File: src/hw/msc_regs.vh
// serial command interpreter constants
`ifndef MSC_REGS_VH
`define MSC_REGS_VH

// clock and link timing
`define MSC_CLK_HZ          125000000
`define MSC_BAUD_19200      19200
`define MSC_BIT_CYC         (`MSC_CLK_HZ / `MSC_BAUD_19200)
`define MSC_BAUD_CODE_19200 2'h0

// speed timeouts
`define MSC_TO_A_MS         50
`define MSC_TO_B_MS         500
`define MSC_TO_C_MS         2800
`define MSC_CYC_PER_MS      (`MSC_CLK_HZ / 1000)
`define MSC_TO_A_CYC        (`MSC_TO_A_MS * `MSC_CYC_PER_MS)
`define MSC_TO_B_CYC        (`MSC_TO_B_MS * `MSC_CYC_PER_MS)
`define MSC_TO_C_CYC        (`MSC_TO_C_MS * `MSC_CYC_PER_MS)

// frame fields
`define MSC_ADDR_FLAG       7
`define MSC_DATA_MASK       7'h7F
`define MSC_CAL_PCT         20

// command codes
`define MSC_WR_STORE_SEL    7'h72
`define MSC_RD_STORE_SEL    7'h33
`define MSC_WR_DRIVE_CFG    7'h74
`define MSC_RD_DRIVE_CFG    7'h34
`define MSC_WR_FEAT_CFG     7'h75
`define MSC_RD_FEAT_CFG     7'h35
`define MSC_WR_UNIT_ADDR    7'h7C
`define MSC_WR_CUR_TRIM     7'h7D
`define MSC_RD_FW_VER       7'h3E
`define MSC_RD_HW_VER       7'h3F

// store select fields
`define MSC_SEL_POT_MAX     4
`define MSC_SEL_POT_MIN     3
`define MSC_SEL_TOP_SPEED   2
`define MSC_SEL_RES_COMP    1
`define MSC_SEL_CUR_CAL     0
`define MSC_SEL_MASK        14'h001F

// drive configuration fields
`define MSC_DC_FWD          9
`define MSC_DC_MODE         4
`define MSC_DC_BRAKE        3
`define MSC_DC_TO_HI        2
`define MSC_DC_TO_LO        1
`define MSC_DC_GATE         0
`define MSC_DC_MASK         14'h021F

// feature configuration fields
`define MSC_FC_SUPPLY       8
`define MSC_FC_PIN_OFF      7
`define MSC_FC_PULSE_RES    6
`define MSC_FC_BAUD_HI      2
`define MSC_FC_BAUD_LO      1
`define MSC_FC_MASK         14'h01C6

// reset values
`define MSC_RST_STORE_SEL   14'h0000
`define MSC_RST_DRIVE_CFG   14'h0000
`define MSC_RST_FEAT_CFG    14'h0000
`define MSC_RST_UNIT_ADDR   7'h00
`define MSC_RST_CUR_TRIM    14'h0000

`endif

File: src/hw/msc_top.v
// motor controller serial command interpreter
//
// How it works
// - store-select write marks items, starts flash store
// - restore stored values at restart, lock them
// - during store halt pwm, refuse other frames
// - store-select bits pick pot max/min, top, comp, cal
// - drive config codes 74/34, bit 9 forward
// - mode bits serial-only, cleared at restart
// - mode bit 0 drive, 1 brake or coast
// - braking bit 0 coast, 1 auto regen
// - auto regen when back voltage exceeds speed
// - timeout field forces speed zero after silence
// - gate bit enables the other config bits
// - feature config codes 75/35, write one clears
// - bit 8 enables top speed supply compensation
// - bit 7 turns brake input into logic input
// - seven bit unit address, code 7C, restored
// - send own unit address after start
// - reject trim off by over twenty percent
// - read answers two data bytes and checksum
`timescale 1ns/1ns
`include "msc_regs.vh"
module msc_top #(
    parameter        BIT_CYC  = `MSC_BIT_CYC,
    parameter [31:0] TO_A_CYC = `MSC_TO_A_CYC,
    parameter [31:0] TO_B_CYC = `MSC_TO_B_CYC,
    parameter [31:0] TO_C_CYC = `MSC_TO_C_CYC,
    parameter [13:0] FW_VER   = 14'h0001, // arbitrary value
    parameter [13:0] HW_VER   = 14'h0001  // arbitrary value
) (
    // clock and reset
    input  wire        i_clk,
    input  wire        i_srst,
    // serial link
    input  wire        i_rx,
    output wire        o_tx,
    // flash store port
    output reg         o_flash_start,
    output reg  [4:0]  o_flash_sel,
    input  wire        i_flash_done,
    // values restored from flash at restart
    input  wire        i_nv_valid,
    input  wire [4:0]  i_nv_sel,
    input  wire [6:0]  i_nv_addr,
    input  wire [13:0] i_nv_trim,
    // controller core measurements
    input  wire [13:0] i_current_meas,
    input  wire [13:0] i_back_emf,
    input  wire [13:0] i_speed_cmd,
    input  wire        i_speed_update,
    // controller core settings
    output reg         o_pwm_halt,
    output reg  [4:0]  o_store_lock,
    output reg         o_forward_direction,
    output reg         o_operating_mode_select,
    output reg         o_braking_style,
    output reg         o_regen,
    output reg         o_speed_zero,
    output reg         o_supply_comp,
    output reg         o_brake_input_off,
    output reg         o_pulse_meas_resolution,
    output reg  [1:0]  o_baud_select,
    output reg  [6:0]  o_unit_addr,
    output reg  [13:0] o_current_trim
);
    // parser states
    localparam [6:0] S_IDLE  = 7'h01;
    localparam [6:0] S_CMD   = 7'h02;
    localparam [6:0] S_D1    = 7'h04;
    localparam [6:0] S_D2    = 7'h08;
    localparam [6:0] S_CHK   = 7'h10;
    localparam [6:0] S_TX    = 7'h20;
    localparam [6:0] S_STORE = 7'h40;

    reg  [6:0]  st_reg;
    reg  [6:0]  cmd_reg;
    reg  [6:0]  d1_reg;
    reg  [6:0]  d2_reg;
    reg  [13:0] store_sel_reg;
    reg  [13:0] drive_cfg_reg;
    reg  [13:0] feat_cfg_reg;
    reg         init_reg;
    reg         boot_pend_reg;
    reg  [20:0] tx_buf_reg;
    reg  [1:0]  tx_left_reg;
    reg         tx_ld_reg;
    reg         tx_start_reg;
    reg  [7:0]  tx_data_reg;
    reg  [31:0] to_cnt_reg;
    reg  [13:0] rd_val;
    reg         rd_ok;
    reg  [31:0] to_lim;
    wire        rx_valid;
    wire [7:0]  rx_data;
    wire        tx_busy;
    wire [13:0] wr_val;
    wire [6:0]  wr_sum;
    wire [6:0]  rd_sum;
    wire [16:0] diff5;
    wire [16:0] meas;
    wire        trim_ok;
    wire        gate;

    // serial line
    msc_uart #(
        .BIT_CYC    (BIT_CYC)
    ) u_uart (
        .i_clk      (i_clk),
        .i_srst     (i_srst),
        .i_rx       (i_rx),
        .o_tx       (o_tx),
        .o_rx_valid (rx_valid),
        .o_rx_data  (rx_data),
        .i_tx_start (tx_start_reg),
        .i_tx_data  (tx_data_reg),
        .o_tx_busy  (tx_busy)
    );

    // frame data and checksums
    assign wr_val = {d1_reg, d2_reg};
    assign wr_sum = cmd_reg + d1_reg + d2_reg;
    assign rd_sum = rd_val[13:7] + rd_val[6:0] + cmd_reg;

    // trim window: 5*error <= measurement
    assign meas    = {3'h0, i_current_meas};
    assign diff5   = (wr_val > i_current_meas) ?
                     {3'h0, wr_val - i_current_meas} * 17'd5 :
                     {3'h0, i_current_meas - wr_val} * 17'd5;
    assign trim_ok = (diff5 <= meas);

    assign gate = drive_cfg_reg[`MSC_DC_GATE];

    // read data mux
    always @* begin
        rd_val = 14'h0000;
        rd_ok  = 1'b1;
        case (cmd_reg)
            `MSC_RD_STORE_SEL: rd_val = store_sel_reg;
            `MSC_RD_DRIVE_CFG: rd_val = drive_cfg_reg;
            `MSC_RD_FEAT_CFG:  rd_val = feat_cfg_reg;
            `MSC_RD_FW_VER:    rd_val = FW_VER;
            `MSC_RD_HW_VER:    rd_val = HW_VER;
            default:           rd_ok  = 1'b0;
        endcase
    end

    // frame parser and register writes
    always @(posedge i_clk) begin
        o_flash_start <= 1'b0;
        tx_start_reg  <= 1'b0;
        if (i_srst) begin
            st_reg        <= S_IDLE;
            cmd_reg       <= 7'h00;
            d1_reg        <= 7'h00;
            d2_reg        <= 7'h00;
            store_sel_reg <= `MSC_RST_STORE_SEL;
            drive_cfg_reg <= `MSC_RST_DRIVE_CFG;
            feat_cfg_reg  <= `MSC_RST_FEAT_CFG;
            o_unit_addr   <= `MSC_RST_UNIT_ADDR;
            o_current_trim <= `MSC_RST_CUR_TRIM;
            o_store_lock  <= 5'h00;
            o_flash_sel   <= 5'h00;
            o_pwm_halt    <= 1'b0;
            init_reg      <= 1'b1;
            boot_pend_reg <= 1'b1;
            tx_buf_reg    <= 21'h000000;
            tx_left_reg   <= 2'h0;
            tx_ld_reg     <= 1'b0;
            tx_data_reg   <= 8'h00;
        end else if (init_reg) begin
            // restore stored values
            init_reg <= 1'b0;
            if (i_nv_valid) begin
                o_unit_addr    <= i_nv_addr;
                o_current_trim <= i_nv_trim;
                store_sel_reg  <= {9'h000, i_nv_sel};
                o_store_lock   <= i_nv_sel;
            end
        end else begin
            case (st_reg)
                S_IDLE: begin
                    if (boot_pend_reg && !tx_busy) begin
                        boot_pend_reg <= 1'b0;
                        tx_start_reg  <= 1'b1;
                        tx_data_reg   <= {1'b0, o_unit_addr};
                    end else if (rx_valid && rx_data[`MSC_ADDR_FLAG] &&
                                 rx_data[6:0] == o_unit_addr) begin
                        st_reg <= S_CMD;
                    end
                end
                S_CMD, S_D1, S_D2, S_CHK: begin
                    if (rx_valid && rx_data[`MSC_ADDR_FLAG]) begin
                        st_reg <= (rx_data[6:0] == o_unit_addr) ? S_CMD : S_IDLE;
                    end else if (rx_valid) begin
                        case (st_reg)
                            S_CMD: begin
                                cmd_reg <= rx_data[6:0];
                                st_reg  <= rx_data[6] ? S_D1 : S_TX;
                            end
                            S_D1: begin
                                d1_reg <= rx_data[6:0];
                                st_reg <= S_D2;
                            end
                            S_D2: begin
                                d2_reg <= rx_data[6:0];
                                st_reg <= S_CHK;
                            end
                            default: begin
                                st_reg <= S_IDLE;
                                if (rx_data[6:0] == wr_sum) begin
                                    case (cmd_reg)
                                        `MSC_WR_STORE_SEL: begin
                                            store_sel_reg <= wr_val & `MSC_SEL_MASK;
                                            o_flash_sel   <= wr_val[4:0];
                                            o_flash_start <= 1'b1;
                                            o_pwm_halt    <= 1'b1;
                                            o_store_lock  <= o_store_lock | wr_val[4:0];
                                            st_reg        <= S_STORE;
                                        end
                                        `MSC_WR_DRIVE_CFG:
                                            drive_cfg_reg <= wr_val & `MSC_DC_MASK;
                                        `MSC_WR_FEAT_CFG:
                                            feat_cfg_reg <= feat_cfg_reg &
                                                ~(wr_val & `MSC_FC_MASK);
                                        `MSC_WR_UNIT_ADDR:
                                            o_unit_addr <= d2_reg;
                                        `MSC_WR_CUR_TRIM:
                                            if (trim_ok) begin
                                                o_current_trim <= wr_val;
                                            end
                                        default: ;
                                    endcase
                                end
                            end
                        endcase
                    end
                end
                S_TX: begin
                    // load answer once, then three bytes
                    if (!tx_start_reg && !tx_busy) begin
                        if (!tx_ld_reg) begin
                            tx_ld_reg   <= rd_ok;
                            tx_buf_reg  <= {rd_val, rd_sum};
                            tx_left_reg <= 2'h3;
                            if (!rd_ok) begin
                                st_reg <= S_IDLE;
                            end
                        end else if (tx_left_reg == 2'h0) begin
                            tx_ld_reg <= 1'b0;
                            st_reg    <= S_IDLE;
                        end else begin
                            tx_start_reg <= 1'b1;
                            tx_data_reg  <= {1'b0, tx_buf_reg[20:14]};
                            tx_buf_reg   <= {tx_buf_reg[13:0], 7'h00};
                            tx_left_reg  <= tx_left_reg - 2'h1;
                        end
                    end
                end
                S_STORE: begin
                    // bytes dropped until done
                    if (i_flash_done) begin
                        o_pwm_halt <= 1'b0;
                        st_reg     <= S_IDLE;
                    end
                end
                default: st_reg <= S_IDLE;
            endcase
        end
    end

    // timeout limit
    always @* begin
        case (drive_cfg_reg[`MSC_DC_TO_HI:`MSC_DC_TO_LO])
            2'h1:    to_lim = TO_A_CYC;
            2'h2:    to_lim = TO_B_CYC;
            2'h3:    to_lim = TO_C_CYC;
            default: to_lim = 32'h00000000;
        endcase
    end

    // speed update watchdog
    always @(posedge i_clk) begin
        if (i_srst) begin
            to_cnt_reg   <= 32'h00000000;
            o_speed_zero <= 1'b0;
        end else if (i_speed_update || !gate || to_lim == 32'h00000000) begin
            to_cnt_reg   <= 32'h00000000;
            o_speed_zero <= 1'b0;
        end else if (to_cnt_reg >= to_lim - 32'h00000001) begin
            o_speed_zero <= 1'b1;
        end else begin
            to_cnt_reg <= to_cnt_reg + 32'h00000001;
        end
    end

    // core settings, drive bits gated
    always @(posedge i_clk) begin
        if (i_srst) begin
            o_forward_direction     <= 1'b0;
            o_operating_mode_select <= 1'b0;
            o_braking_style         <= 1'b0;
            o_regen                 <= 1'b0;
            o_supply_comp           <= 1'b0;
            o_brake_input_off       <= 1'b0;
            o_pulse_meas_resolution <= 1'b0;
            o_baud_select           <= `MSC_BAUD_CODE_19200;
        end else begin
            o_forward_direction     <= gate & drive_cfg_reg[`MSC_DC_FWD];
            o_operating_mode_select <= gate & drive_cfg_reg[`MSC_DC_MODE];
            o_braking_style         <= gate & drive_cfg_reg[`MSC_DC_BRAKE];
            o_regen                 <= gate & drive_cfg_reg[`MSC_DC_BRAKE] &
                                       (i_back_emf > i_speed_cmd);
            o_supply_comp           <= feat_cfg_reg[`MSC_FC_SUPPLY];
            o_brake_input_off       <= feat_cfg_reg[`MSC_FC_PIN_OFF];
            o_pulse_meas_resolution <= feat_cfg_reg[`MSC_FC_PULSE_RES];
            o_baud_select           <= feat_cfg_reg[`MSC_FC_BAUD_HI:`MSC_FC_BAUD_LO];
        end
    end
endmodule

File: src/hw/msc_uart.v
// 8N1 uart receiver and transmitter
`timescale 1ns/1ns
module msc_uart #(
    parameter BIT_CYC = 6510
) (
    // clock and reset
    input  wire       i_clk,
    input  wire       i_srst,
    // serial pins
    input  wire       i_rx,
    output reg        o_tx,
    // received byte
    output reg        o_rx_valid,
    output reg  [7:0] o_rx_data,
    // byte to send
    input  wire       i_tx_start,
    input  wire [7:0] i_tx_data,
    output reg        o_tx_busy
);
    localparam [15:0] FULL = BIT_CYC - 1;
    localparam [15:0] HALF = BIT_CYC / 2;

    reg        rx_act_reg;
    reg [15:0] rx_cnt_reg;
    reg [3:0]  rx_bit_reg;
    reg [7:0]  rx_sh_reg;
    reg [15:0] tx_cnt_reg;
    reg [3:0]  tx_bit_reg;
    reg [9:0]  tx_sh_reg;

    // receiver: sample at bit centres
    always @(posedge i_clk) begin
        o_rx_valid <= 1'b0;
        if (i_srst) begin
            rx_act_reg <= 1'b0;
            rx_cnt_reg <= 16'h0000;
            rx_bit_reg <= 4'h0;
            rx_sh_reg  <= 8'h00;
            o_rx_data  <= 8'h00;
        end else if (!rx_act_reg) begin
            if (!i_rx) begin
                rx_act_reg <= 1'b1;
                rx_cnt_reg <= HALF;
                rx_bit_reg <= 4'h0;
            end
        end else if (rx_cnt_reg != 16'h0000) begin
            rx_cnt_reg <= rx_cnt_reg - 16'h0001;
        end else begin
            rx_cnt_reg <= FULL;
            rx_bit_reg <= rx_bit_reg + 4'h1;
            if (rx_bit_reg == 4'h0 && i_rx) begin
                rx_act_reg <= 1'b0; // glitch, not a start bit
            end else if (rx_bit_reg >= 4'h1 && rx_bit_reg <= 4'h8) begin
                rx_sh_reg <= {i_rx, rx_sh_reg[7:1]};
            end else if (rx_bit_reg == 4'h9) begin
                rx_act_reg <= 1'b0;
                if (i_rx) begin
                    o_rx_valid <= 1'b1; // framing error drops the byte
                    o_rx_data  <= rx_sh_reg;
                end
            end
        end
    end

    // transmitter, lsb first
    always @(posedge i_clk) begin
        if (i_srst) begin
            o_tx       <= 1'b1;
            o_tx_busy  <= 1'b0;
            tx_cnt_reg <= 16'h0000;
            tx_bit_reg <= 4'h0;
            tx_sh_reg  <= 10'h3FF;
        end else if (!o_tx_busy) begin
            if (i_tx_start) begin
                o_tx_busy  <= 1'b1;
                tx_sh_reg  <= {1'b1, i_tx_data, 1'b0};
                tx_cnt_reg <= 16'h0000;
                tx_bit_reg <= 4'h0;
            end
        end else if (tx_cnt_reg != 16'h0000) begin
            tx_cnt_reg <= tx_cnt_reg - 16'h0001;
        end else if (tx_bit_reg == 4'hA) begin
            o_tx_busy <= 1'b0;
        end else begin
            o_tx       <= tx_sh_reg[0];
            tx_sh_reg  <= {1'b1, tx_sh_reg[9:1]};
            tx_cnt_reg <= FULL;
            tx_bit_reg <= tx_bit_reg + 4'h1;
        end
    end
endmodule

File: config.mk
export PLATFORM = sky130hd
export DESIGN_NAME = msc_top
export DESIGN_NICKNAME = d
export VERILOG_FILES = /design/src/hw/msc_top.v /design/src/hw/msc_uart.v
export VERILOG_INCLUDE_DIRS = /design/src /design/src/hw
export SDC_FILE = /design/constraint.sdc
export NUM_CORES = 1
export LEC_CHECK = 0
export BUFFER_PORTS_ARGS = -buffer_cell sky130_fd_sc_hd__buf_2
export CAP_MARGIN = 20
export CORE_MARGIN = 2
export CORE_UTILIZATION = 61
export DETAILED_ROUTE_END_ITERATION = 7
export MAX_ROUTING_LAYER = met4
export PLACE_DENSITY = 0.81
export SYNTH_ARGS = -nofsm -noshare
export SYNTH_HDL_FRONTEND = slang
export SYNTH_SLANG_ARGS = --single-unit
File: constraint.sdc
create_clock -name i_clk -period 17.14 [get_ports i_clk]
set_clock_uncertainty 0.15 [all_clocks]
set_input_delay 4.285 -clock i_clk [delete_from_list [all_inputs] [get_ports i_clk]]
set_output_delay 4.285 -clock i_clk [all_outputs]
set_load 0.02 [all_outputs]
Yosys cells after proc, flatten, opt, wreduce, memory -nomap -nowiden
Cells that the tools add are included.
{"block": "op_classes", "add_sub_neg": 13, "multipliers": 2, "magnitude_cmp": 6, "n_eq_ne": 48, "n_mux": 105, "bitwise": 20, "n_reduce_logical": 55}
{"op": "14-bit 2-to-1 mux", "count": 17}
{"op": "7-bit 2-to-1 mux", "count": 19}
{"op": "16-bit 2-to-1 mux", "count": 7}
{"op": "29-bit case mux with 3 select lines", "count": 1}
{"op": "14-bit case mux with 4 select lines", "count": 1}
{"op": "7-bit by 6-bit equality test with 1-bit output, second input constant", "count": 6}
{"op": "7-bit equality test, second input constant", "count": 6}
{"op": "21-bit 2-to-1 mux", "count": 2}
{"op": "10-bit 2-to-1 mux", "count": 4}
{"op": "5-bit 2-to-1 mux", "count": 8}
{"op": "7-bit AND reduction", "count": 5}
{"op": "14-bit by 3-bit multiplier with 17-bit output, second input constant", "count": 2}
{"op": "32-bit by 1-bit adder with 32-bit output, second input constant", "count": 1}
{"op": "32-bit greater-or-equal comparator", "count": 1}
{"op": "32-bit logical NOT", "count": 1}
{"op": "8-bit 2-to-1 mux", "count": 4}
{"op": "2-bit inequality test, second input constant", "count": 16}
{"op": "16-bit nonzero test", "count": 2}
{"op": "16-bit by 1-bit subtractor with 16-bit output, second input constant", "count": 2}
{"op": "32-bit by 1-bit subtractor with 32-bit output, second input constant", "count": 1}
{"op": "7-bit adder", "count": 4}
{"op": "14-bit > comparator", "count": 2}
{"op": "4-bit 2-to-1 mux", "count": 7}
{"op": "7-bit case mux with 4 select lines", "count": 1}
{"op": "48 further kinds", "count": 129}
{"block": "word_totals", "ff_bits": 242, "input_bits": 74, "output_inout_bits": 44, "wordCells": 290}

Logic depth before layout (Yosys ltp)
Gate-level depths: netlist of the first run.
{"block": "depth", "depth_word": 12, "mapped_depth": 30, "depth_no_buf": 28}

By module
Synthesis of the first run repeated with hierarchy kept, for this count alone.
{"block": "unflattened", "cells_unflattened": 1776, "area_unflattened_um2": 14737.9}
{"mod": "msc_top", "instances": 1, "cells_per_inst": 1374, "area_each_um2": 11388.4, "seq_area_each_um2": 3062.9}
{"mod": "msc_uart", "instances": 1, "cells_per_inst": 402, "area_each_um2": 3349.5, "seq_area_each_um2": 1381.3}

Worst setup path after synthesis of the first run
OpenSTA, ideal clock, no wires.
{"block": "synth_timing", "path_kind": "input to register", "start": "in i_current_meas[0]", "end": "reg o_current_trim[4]", "setup_time_ns": 0.121, "arrival_ns": 9.465, "slack_ns": 7.404, "cell_stages": 28, "path_buffers": 2, "path_cell_list": "inv_1 ha_1 inv_1 fa_1 a21o_1 a21oi_1 o21bai_1 a21oi_1 o21bai_1 a21oi_1 xnor2_1 ha_1 ha_1 o21ai_0 inv_1 a211oi_1 o21ai_0 mux2i_1 ha_1 nor2b_1 o21ai_0 o311ai_0 o221a_2 o41a_1 buf_1 a21o_4 buf_6 mux2_4"}
{"block": "synth_via", "elab_chain_len": 6, "word_cells_on_any_way": 9}
{"element": "start, declared", "line": "msc_top.v:48", "source": "input wire [13:0] i_current_meas,"}
{"element": "14-bit subtractor (on tied branches)", "line": "msc_top.v:129, msc_top.v:128"}
{"element": "14-bit by 3-bit multiplier with 17-bit output (on tied branches)", "line": "msc_top.v:129, msc_top.v:128"}
{"element": "17-bit 2-to-1 mux", "line": "msc_top.v:127", "source": "assign diff5 = (wr_val > i_current_meas) ?"}
{"element": "17-bit by 14-bit <= comparator with 1-bit output (*)", "line": "msc_top.v:130", "source": "assign trim_ok = (diff5 <= meas);"}
{"element": "2-bit nonzero test (no line) (*)"}
{"element": "8-bit AND reduction (no line) (*)"}
{"element": "end signal, assigned", "line": "msc_top.v:161", "source": "o_current_trim <= `MSC_RST_CUR_TRIM;"}
{"element": "end signal, assigned", "line": "msc_top.v:176", "source": "o_current_trim <= i_nv_trim;"}
{"element": "end signal, assigned", "line": "msc_top.v:230", "source": "o_current_trim <= wr_val;"}
{"element": "end, declared", "line": "msc_top.v:65", "source": "output reg [13:0] o_current_trim"}
Mark *: on every way between the ends. The rest lies on a longest branch, timed or not.
A chain may end at the register's enable or synchronous reset.

Worst setup path after layout of the first run
Ends and elaborated chain as after synthesis.

==> results of run 1 <==
-- path summary, 6_finish.rpt --
path | slack (ns) | start | to
max | 7.22 | i_current_meas[0] | o_current_trim[4]
min | 0.31 | o_store_lock[2] | o_store_lock[2]
max reg2reg | 10.59 | d2_reg[0] | o_current_trim[4]
min reg2reg | 0.31 | o_store_lock[2] | o_store_lock[2]
-- worst max-delay path: cells and delay by family --
kind,cells,cell delay (ns)
compound gates,13,2.83
fa+ha+maj,5,1.59
simple gates,6,0.91
mux,1,0.31
buf+inv,3,0.25
-- cells in the final DEF (no fill, tap or decap), types with 10 or more instances in the layout --
| master | Yosys | final |
|---|---|---|
| dfxtp_1 | 222 | 221 |
| nor2_1 | 172 | 172 |
| nand2_1 | 164 | 164 |
| ha_1 | 157 | 157 |
| a21oi_1 | 143 | 143 |
| buf_2 | 5 | 116 |
| inv_1 | 100 | 100 |
| o21ai_0 | 91 | 91 |
| mux2i_1 | 66 | 66 |
| nor3_1 | 40 | 40 |
| nand3_1 | 38 | 38 |
| a21o_1 | 37 | 37 |
| xnor2_1 | 37 | 37 |
| nand2b_1 | 34 | 34 |
| nor2b_1 | 31 | 31 |
| a211oi_1 | 31 | 31 |
| xor2_1 | 25 | 25 |
| clkbuf_16 | 0 | 25 |
| nor4_1 | 22 | 22 |
| nand4_1 | 22 | 22 |
| a311oi_1 | 20 | 20 |
| o31ai_1 | 19 | 19 |
| or4_1 | 18 | 18 |
| a31oi_1 | 16 | 16 |
| and2_1 | 15 | 15 |
| o211ai_1 | 15 | 15 |
| fa_1 | 15 | 15 |
| or3_1 | 13 | 13 |
| a22oi_1 | 13 | 13 |
| mux2_2 | 12 | 12 |
| o21bai_1 | 11 | 11 |
| a211o_1 | 11 | 11 |
| o21a_1 | 10 | 10 |
-- through the flow --
step           instance area, um2  hold WS (ns)  utilization, %  total power [uW]
2_1_floorplan               14910        0.2741               -             805.7
3_3_place_gp                15570        0.2902           64.41             872.9
3_5_place_dp                15570        0.2964           64.41             884.0
4_1_cts                     16450        0.3090           68.04              1448
5_1_grt                     16480        0.3284           68.18              1515
6_report                    16480        0.3064           68.18              1447
-- final cells by class --
type                    count  area, um2
inverters                 101      379.1
clock inverters            12      181.4
flip-flops and latches    222       4446
well taps                 324      405.4
fillers                  1968       7692
repair buffers            124      660.6
clock buffers              33      695.7
multi-input cells        1404       9717
-- kinds of logic after synthesis --
| logic type | count (synthesis) | synth area share (%) |
|---|---|---|
| DFF | 222 | 29.80 |
| adders and majority gates | 172 | 15.19 |
| muxes | 79 | 5.437 |
| xor gates and xnor gates | 62 | 3.642 |
| buffers and inverters | 192 | 5.034 |
| AOI/OAI and AO/OA | 470 | 20.40 |
| and+or+nand+nor | 621 | 20.50 |
-- power by group through the flow --
stage / Combinational (uW) / Sequential, uW / Clock [uW]
after detailed placement: 315 / 569 / 0
after CTS: 318 / 558 / 572
after floorplan: 241 / 565 / 0
final: 321 / 559 / 567
after global routing: 364 / 561 / 590
after global placement: 305 / 568 / 0
-- cell usage after synthesis (25+ instances only) --
| library cell | count | area share [%] |
|---|---|---|
| nor3_1 | 40 | 1.3 |
| xnor2_1 | 37 | 2.2 |
| clkbuf_1 | 80 | 2.0 |
| inv_1 | 100 | 2.5 |
| nor2b_1 | 31 | 1.3 |
| dfxtp_1 | 222 | 30 |
| o21ai_0 | 91 | 3.1 |
| nand2b_1 | 34 | 1.4 |
| a21o_1 | 37 | 1.9 |
| xor2_1 | 25 | 1.5 |
| nand3_1 | 38 | 1.3 |
| nor2_1 | 172 | 4.3 |
| ha_1 | 157 | 13 |
| mux2i_1 | 66 | 4.4 |
| a211oi_1 | 31 | 1.6 |
| a21oi_1 | 143 | 4.8 |
| nand2_1 | 164 | 4.1 |
-- routing by layer --
layer / GRT usage [%] / share of wire, % / up-vias
li1: - / - / 6677
met1: 38.47 / 44 / 6413
met2: 47.38 / 45 / 472
met3: 4.055 / 6.4 / 111
met4: 12.45 / 4.1 / 0
met5: - / 0 / -
==> key figures, run 1 <==
Detailed routing
  • Final wirelength: approximately 38000 um
  • Number of iterations in the first detailed-routing pass: 5
  • Via count: 13673
  • Final routed DRC violation total: 0
  • WL/cell: 17.24 um
  • Number of violations reported at the end of detailed-routing iteration 0: 1080
  • Routed vias/inst: 6.159
  • Antenna Nets Post-Route: 0

STA
  • Setup repair after global routing missed its margin: no
  • Hold violation total from the final report: 0
  • Number of max-slew violations in the final report: 0
  • Fmax: 0.1009 GHz
  • Share of the cycle needed by the critical path after routing: 57.85%
  • Max-slew headroom: 36.40%
  • Setup total negative slack: 0 ns
  • Least setup slack across all paths after layout: 7.224 ns
  • Setup violation total in the final timing report: 0
  • Final worst path period need: roughly 9.9 ns
  • Transition time of the tightest slew-check pin: 0.9540 ns

Clock tree
  • Hold-fix buffer count after cts: 0
  • TritonCTS buffer count: 25
  • Clock transition at the registers of the reported paths: 0.06 ns
  • Cts repair resizes: 0
  • Buffer levels on the longest clock path: 3
  • CTS root buffer: clkbuf_16
  • Clock insertion delay at the later pin of the skew report: 0.54 ns
  • TritonCTS clock tree: done
  • Number of sinks on the clock net: 222
  • Number of H-tree branching levels: 1
  • Number of setup buffers added after CTS: 0

Place
  • Place WS: 6.739 ns
  • Count of input and output buffers: roughly 120
  • Post-detail-place hpwl: 28380 um
  • Placed cell count: 2173
  • Placer congestion estimate: around 1.0

Final layout
  • Proportion of layout cells with a drive suffix above 1: between 10% and 20%
  • Antenna diode count: 0
  • Max FFs per register: 32
  • Number of nets in the finished design: ~2100
  • Layout area overhead: 10.55%
  • Layout Cells excl Fill: 2220

Power and ir drop
  • Reported net switching power: 433.9 uW
  • Share of power burned in registers: between 30% and 40%
  • Static Leak: 0.007280 uW
  • Combinational Power Share: 22.2%
  • Worst supply voltage drop on vdd: a little over 0.07 mV
  • Power share of the clock group: roughly two fifths
  • P_int: 1013 uW
  • Net switching share of the total power: between 20% and 30%
  • Pwr/cell area: 87.78 nW/um2

Critical path
  • Crit-path max cell delay: 0.48 ns
  • Worst reg-to-reg path cell count: 26
  • Biggest fanout along the worst timing path: 14
  • Worst Setup Path Type: primary input to register
  • Worst Setup Start Kind: primary input
  • Slowest stage cell on the critical path: o41a_1
  • Nature of the critical path endpoint: register
  • Data required, critical path: 17.41 ns
  • Data arrival, critical path: 10.19 ns

GRT
  • Total global routing overflow: 0
  • Global-route wire length before repair: 62850 um
  • Maximum number of pins on one net before global-route repair: a little under 90
  • Initial antenna violation count: 0
  • Vias in the first global route: 13133
  • GRT Overall Usage: 29.84%

Job
  • Max-cap viol count: 0

Worst hold path
  • Classification of the worst-slack hold path: register to register
  • Worst hold path cell count: 2

Floorplanning
  • Height of the die: roughly 160 um
  • Ports: 118
  • Standard-cell row count: 57
  • Starting utilization of the core area: 61.68%
  • Area of the core: 24180 um2
  • Die width: 160.4 um
  • Die area: 25710 um2

Yosys
  • YS warnings: 0
  • EDFF count, synth: 0
  • Async S/R FF share, synth: 0%
  • #FFs+latches synth: between 200 and 250
  • Post-Synthesis Mean Instance Area: 8.202 um2
  • Number of distinct library cells after synthesis: 72
  • Sequential cell area fraction in the yosys report: 29.80%
  • Synthesized Nets: 2064
  • Post-synthesis cell area: 14910 um2
  • Dominant register cell in the synthesized netlist: dfxtp_1
  • Post-Syn Instances: 1818

Status
  • Run status: completed
Note: power is estimated with default switching activity, not from simulation.
==> inputs of run 2 (changes only) <==
Clock period 17.14 ns to 10.1 ns, I/O delays scaled along.
==> key figures, run 2 (synthesis gave the netlist of run 1 again) <==
Status
  • Run status: completed

Job
  • Max-cap viol count: 0 (unchanged)

Place
  • Placer congestion estimate: 1.002 (about the same)
  • Count of input and output buffers: 117 (unchanged)
  • Post-detail-place hpwl: 28200 um (-0.62%)

GRT
  • Global-route wire length before repair: 63070 um (+0.35%)
  • Maximum number of pins on one net before global-route repair: 88 (unchanged)
  • Vias in the first global route: 12964 (-1.3%)
  • GRT Overall Usage: 29.88% (+0.040 points)
  • Initial antenna violation count: 0 (unchanged)
  • Total global routing overflow: 0 (unchanged)

Critical path
  • Worst reg-to-reg path cell count: 26 (unchanged)
  • Worst Setup Path Type: primary input to register
  • Data arrival, critical path: 8.48 ns (-1.71 ns)
  • Start of the worst register-to-register path: d2_reg[0]
  • Worst Setup Start Kind: primary input
  • Worst-case register-to-register setup slack: 3.49 ns (-7.10 ns)
  • Endpoint of the lowest-slack register-to-register path: o_current_trim[4]
  • Data required, critical path: 10.38 ns (-7.03 ns)
  • Biggest fanout along the worst timing path: 14 (unchanged)
  • Nature of the critical path endpoint: register

STA
  • Setup violation total in the final timing report: 0 (unchanged)
  • Final worst path period need: approximately 8 ns
  • Number of max-slew violations in the final report: 0 (unchanged)
  • Setup total negative slack: 0 ns (unchanged)
  • Setup repair after global routing missed its margin: no
  • Transition time of the tightest slew-check pin: 0.9713 ns (+0.01723 ns)
  • Hold violation total from the final report: 0 (unchanged)
  • Fmax: 0.1220 GHz
  • Max-slew headroom: 35.25% (-1.1 points)
  • Share of the cycle needed by the critical path after routing: slightly above 80%

Detailed routing
  • Routed vias/inst: 6.151 (-0.13%)
  • Via count: 13661 (-0.088%)
  • Final wirelength: 38530 um (+0.69%)
  • Final routed DRC violation total: 0 (unchanged)
  • Number of violations reported at the end of detailed-routing iteration 0: 1002 (-7.2%)
  • WL/cell: 17.35 um (+0.64%)
  • Number of iterations in the first detailed-routing pass: 5 (unchanged)
  • Antenna Nets Post-Route: 0 (unchanged)

Final layout
  • Number of nets in the finished design: 2124 (unchanged)
  • Area of all sequential standard cells: 4446 um2 (unchanged)
  • Layout fillers: 1990 (+1.1%)
  • Max FFs per register: 32 (unchanged)
  • Combined area of the multi-input logic cells: 9717 um2 (unchanged)
  • Most frequent cells in the layout: 221 x dfxtp_1, 172 x nor2_1, 164 x nand2_1, 157 x ha_1, 143 x a21oi_1
  • Proportion of layout cells with a drive suffix above 1: 10.12% (-0.058 points)
  • Most common cell after layout, fill and taps aside: dfxtp_1
  • Antenna diode count: 0 (unchanged)
  • Layout area overhead: 10.35%

Power and ir drop
  • Total Power: 2431 uW (+68%)
  • Pwr/cell area: 147.7 nW/um2 (+68%)
  • Worst supply voltage drop on vdd: 0.1273 mV (+75%)
  • Static Leak: 0.007269 uW (-0.15%)

Clock tree
  • TritonCTS clock tree: done
  • Buffer levels on the longest clock path: 3 (unchanged)
  • Number of sinks on the clock net: 222 (unchanged)
  • CTS root buffer: clkbuf_16
  • Number of H-tree branching levels: 1 (unchanged)
  • Clock insertion delay at the later pin of the skew report: 0.54 ns (about the same)
  • Hold-fix buffer count after cts: 0 (unchanged)
  • TritonCTS buffer count: 25 (unchanged)
  • Cts repair resizes: 0 (unchanged)
  • Clock transition at the registers of the reported paths: 0.06 ns (about the same)
  • Number of setup buffers added after CTS: 0 (unchanged)

Worst hold path
  • Worst hold path cell count: 2 (unchanged)
  • Classification of the worst-slack hold path: register to register
  • Hold path startpoint: o_store_lock[2]
  • Hold Path Sink: o_store_lock[2]

Floorplanning
  • Standard-cell row count: 57 (unchanged)
  • Die width: 160.4 um (unchanged)
  • Area of the core: 24180 um2 (unchanged)
  • Die area: 25710 um2 (unchanged)
  • Ports: 118 (unchanged)
  • Height of the die: 160.4 um (unchanged)
  • Starting utilization of the core area: 61.68% (unchanged)
-- run 2: cell types whose count changed in the layout (fill, tap and decap cells not counted) --
cell	before	now
clkinv_4	0	1
clkbuf_1	4	6
clkinvlp_4	1	0
clkinv_2	5	6
bufinv_16	4	3
clkbuf_8	4	3
-- run 2: power by group --
group	internal, uW	total, uW	switching (uW)
logic	218	548	330
registers	912	948	36.5
clock network	559	934	375
total	1690	2430	742
-- run 2: area by class of cell --
type | count | share of cell area (%)
Clock inverter | 12 | 0.9581
Inverter | 101 | 2.304
Sequential cell | 222 | 27.02
Multi-Input combinational cell | 1404 | 59.05
Timing Repair Buffer | 124 | 4.015
Clock buffer | 34 | 4.190
Tap cell | 324 | 2.464
-- run 2: how the worst max path moves through the flow --
stage | start | to | depth (start not counted) | slack, ns
4_1_cts | i_current_meas[0] | o_current_trim[4] | 29 | 2.02
5_1_grt | i_current_meas[0] | o_current_trim[4] | 29 | 1.44
6_report | i_current_meas[0] | o_current_trim[4] | 28 | 1.90
3_3_place_gp | i_current_meas[0] | o_current_trim[4] | 29 | 1.65
3_5_place_dp | i_current_meas[0] | o_current_trim[4] | 28 | 1.47
2_1_floorplan | i_current_meas[0] | o_current_trim[4] | 28 | 2.12
-- run 2: worst max-delay path: stages --
cell and delay, ns:
buf_2 0.13, inv_1 0.06, ha_1 0.17, inv_1 0.06
fa_1 0.40, a21o_1 0.17, a21oi_1 0.21, o21bai_1 0.09
a21oi_1 0.21, o21bai_1 0.10, a21oi_1 0.30, nand3b_1 0.17
nand3_1 0.12, ha_1 0.32, ha_1 0.36, a21oi_1 0.18
nor2b_1 0.06, a41o_1 0.23, o31ai_1 0.27, o22ai_1 0.13
ha_1 0.34, nand4_1 0.15, nor4_1 0.34, nand3_1 0.11
o221a_2 0.15, o41a_1 0.48, a21o_4 0.33, mux2_4 0.31
-- run 2: routing by layer --
layer	routed length (um)	global-route usage, %
met1	17340	39.30
met2	17450	47.50
met3	2352	3.435
met4	1396	11.38
met5	0	-
-- run 2: per-stage QoR --
| step | util [%] | cells | hold slack (ns) | setup slack, ns | instance area, um2 |
|---|---|---|---|---|---|
| 3_5_place_dp | 64.41 | 2173 | 0.2976 | 1.470 | 15570 |
| 6_report | 68.06 | 2221 | 0.3057 | 1.901 | 16450 |
| 2_1_floorplan | - | 1818 | 0.2741 | 2.124 | 14910 |
| 4_1_cts | 67.91 | 2219 | 0.3056 | 2.020 | 16420 |
| 3_3_place_gp | 64.41 | 2173 | 0.2901 | 1.653 | 15570 |
| 5_1_grt | 68.06 | 2221 | 0.3328 | 1.444 | 16450 |
==> inputs of run 3 (changes only) <==
Settings changed: ABC_AREA set to 1.
Clock period 10.1 ns to 8.6 ns, I/O delays scaled along.
==> key figures, run 3 <==
STA
  • Hold violation total from the final report: 0 (unchanged)
  • Setup total negative slack: 0 ns (unchanged)
  • Max-slew headroom: 34.28% (-0.96 points)
  • Final worst path period need: roughly 6.9 ns
  • Share of the cycle needed by the critical path after routing: 80.36%
  • Fmax: 0.1447 GHz
  • Worst hold margin: 0.3161 ns (+0.01038 ns)
  • Setup violation total in the final timing report: 0 (unchanged)
  • Transition time of the tightest slew-check pin: 0.9846 ns (+0.01339 ns)
  • Setup repair after global routing missed its margin: no
  • Number of max-slew violations in the final report: 0 (unchanged)

Critical path
  • Worst Setup Start Kind: primary input
  • Start of the worst register-to-register path: d2_reg[0]
  • Total stage count of the critical path: 31 (+11%)
  • Data required, critical path: 8.90 ns (-1.48 ns)
  • Slowest stage cell on the critical path: ha_1
  • Worst reg-to-reg path cell count: 29 (+12%)
  • Nature of the critical path endpoint: register
  • Crit path buf inv count: 4 (+1)
  • Worst Setup Path Type: primary input to register
  • Biggest fanout along the worst timing path: 28 (+14)
  • First element of the critical path: i_current_meas[3]
  • Crit-path max cell delay: 0.42 ns (-0.06 ns)
  • Cell type group with the largest total delay on the critical path: simple AND/OR/NAND/NOR gates
  • Data arrival, critical path: 7.21 ns (-1.27 ns)

Final layout
  • Fin area: 17360 um2 (+5.5%)
  • Max FFs per register: 32 (unchanged)
  • Antenna diode count: 0 (unchanged)
  • Layout fillers: 2178 (+9.4%)
  • Number of nets in the finished design: 2621 (+23%)
  • Most common cell after layout, fill and taps aside: nand2_1
  • Proportion of layout cells with a drive suffix above 1: 10.40% (+0.28 points)
  • Layout area overhead: 10.04%
  • Most frequent cells in the layout: 531 x nand2_1, 275 x inv_1, 250 x a21oi_1, 222 x dfxtp_1, 202 x nor2_1

Yosys
  • Most common cell in the netlist: nand2_1
  • Area share of the largest cell type after synthesis: 28.17% (-1.6 points)
  • Dominant register cell in the synthesized netlist: dfxtp_1
  • #FFs+latches synth: 222 (unchanged)
  • YS warnings: 0 (unchanged)
  • Synthesized Nets: 2541 (+23%)
  • Cell accounting for the most synthesized area: dfxtp_1
  • Async S/R FF share, synth: 0% (unchanged)
  • Top cells by count, synth: 531 x nand2_1, 275 x inv_1, 250 x a21oi_1, 222 x dfxtp_1, 202 x nor2_1
  • Post-Synthesis Mean Instance Area: 6.875 um2 (-16%)
  • Sequential cell area fraction in the yosys report: 28.17% (-1.6 points)
  • Post-Syn Instances: 2295 (+26%)
  • Number of distinct library cells after synthesis: 61 (-15%)
  • Post-synthesis cell area: 15780 um2 (+5.8%)
  • EDFF count, synth: 0 (unchanged)
  • Top cells by area in the synthesized netlist: dfxtp_1 28%, nand2_1 13%, ha_1 12%

Floorplanning
  • Area of the core: 25250 um2 (+4.5%)
  • Ports: 118 (unchanged)
  • Die area: 27170 um2 (+5.7%)
  • Height of the die: 164.8 um (+2.8%)
  • Starting utilization of the core area: 62.48% (+0.80 points)
  • Die width: 164.8 um (+2.8%)
  • Standard-cell row count: 58 (+1.8%)

Worst hold path
  • Worst hold path cell count: 2 (unchanged)
  • Classification of the worst-slack hold path: register to register
  • Hold path startpoint: tx_buf_reg[12]

Clock tree
  • Cts repair resizes: 0 (unchanged)
  • Number of H-tree branching levels: 1 (unchanged)
  • Clock insertion delay at the later pin of the skew report: 0.54 ns (about the same)
  • CTS root buffer: clkbuf_16
  • Clock transition at the registers of the reported paths: 0.06 ns (about the same)
  • TritonCTS clock tree: done
  • Number of setup buffers added after CTS: 0 (unchanged)
  • Hold-fix buffer count after cts: 0 (unchanged)
  • Number of sinks on the clock net: 222 (unchanged)
  • Buffer levels on the longest clock path: 3 (unchanged)
  • TritonCTS buffer count: 25 (unchanged)

Power and ir drop
  • Total Power: 3200 uW (+32%)
  • Worst supply voltage drop on vdd: 0.3048 mV (+140%)
  • Static Leak: 0.008289 uW (+14%)
  • Pwr/cell area: 184.3 nW/um2 (+25%)

Detailed routing
  • Number of iterations in the first detailed-routing pass: 5 (unchanged)
  • Final routed DRC violation total: 0 (unchanged)
  • Number of violations reported at the end of detailed-routing iteration 0: 1457 (+45%)
  • Routed vias/inst: 5.632 (-8.4%)
  • Final wirelength: 43080 um (+12%)
  • WL/cell: 15.81 um (-8.9%)
  • Via count: 15342 (+12%)
  • Antenna Nets Post-Route: 0 (unchanged)

GRT
  • GRT Overall Usage: 32.33% (+2.5 points)
  • Global-route wire length before repair: 69720 um (+11%)
  • Maximum number of pins on one net before global-route repair: 91 (+3.4%)
  • Initial antenna violation count: 0 (unchanged)
  • Vias in the first global route: 14107 (+8.8%)
  • Total global routing overflow: 0 (unchanged)

Place
  • Post-placement cell area: 16470 um2 (+5.8%)
  • Placer congestion estimate: 1.022 (+2.0%)
  • Count of input and output buffers: 117 (unchanged)
  • Post-detail-place hpwl: 32860 um (+17%)

Status
  • Run status: completed

Job
  • Max-cap viol count: 0 (unchanged)
run 3: worst min-delay path: cells and delay by family (launching register included):
kind	cells	cell delay, ns
AO/OA/AOI/OAI	1	0.05
AND/OR/NAND/NOR	1	0.06
flip-flops	1	0.31
run 3: path summary, 6_finish.rpt:
path         slack, ns                  to
min reg2reg       0.32      tx_buf_reg[19]
min               0.32      tx_buf_reg[19]
max reg2reg       2.88  o_current_trim[10]
max               1.69  o_current_trim[10]
run 3: area by class of cell:
cell class              count  area [um2]  area share, %
clock inverters            13       175.2          1.009
repair buffers            124       658.1          3.790
flip-flops and latches    222        4444          25.60
clock buffers              33       685.7          3.949
multi-input cells        1713        9899          57.02
inverters                 289        1087          6.262
well taps                 330       412.9          2.378
run 3: per-layer routing:
| metal | GRT usage [%] | wire, um | vias up |
|---|---|---|---|
| met2 | 52.02 | 19590 | 563 |
| met3 | 3.867 | 3194 | 69 |
| met4 | 6.324 | 815 | 0 |
| met5 | - | 0 | - |
| li1 | - | - | 7714 |
| met1 | 44.14 | 19480 | 6996 |
run 3: stage by stage:
step | util (%) | setup WS (ns) | instances
3_5_place_dp | 65.23 | 1.242 | 2677
3_3_place_gp | 65.23 | 1.372 | 2677
6_report | 68.75 | 1.689 | 2724
4_1_cts | 68.64 | 1.756 | 2723
2_1_floorplan | - | 2.211 | 2295
5_1_grt | 68.75 | 1.272 | 2724
run 3: cell families (layout without fill, tap and decap cells):
logic type      Yosys count  after routing  share of synthesized area [%]
simple gates           1008           1008                          28.14
compound gates          449            449                          15.53
buf+inv                 360            459                          9.127
flops                   222            222                          28.17
fa+ha+maj               172            172                          14.35
xor+xnor                 82             82                          4.552
mux                       2              2                         0.1269
run 3: where the power goes:
group	total [uW]	switching [uW]	leakage, uW	internal (uW)
clock	1120	439	0.000424	682
combinational	918	586	0.00606	333
sequential	1160	57.6	0.00180	1100
total	3200	1080	0.00829	2120
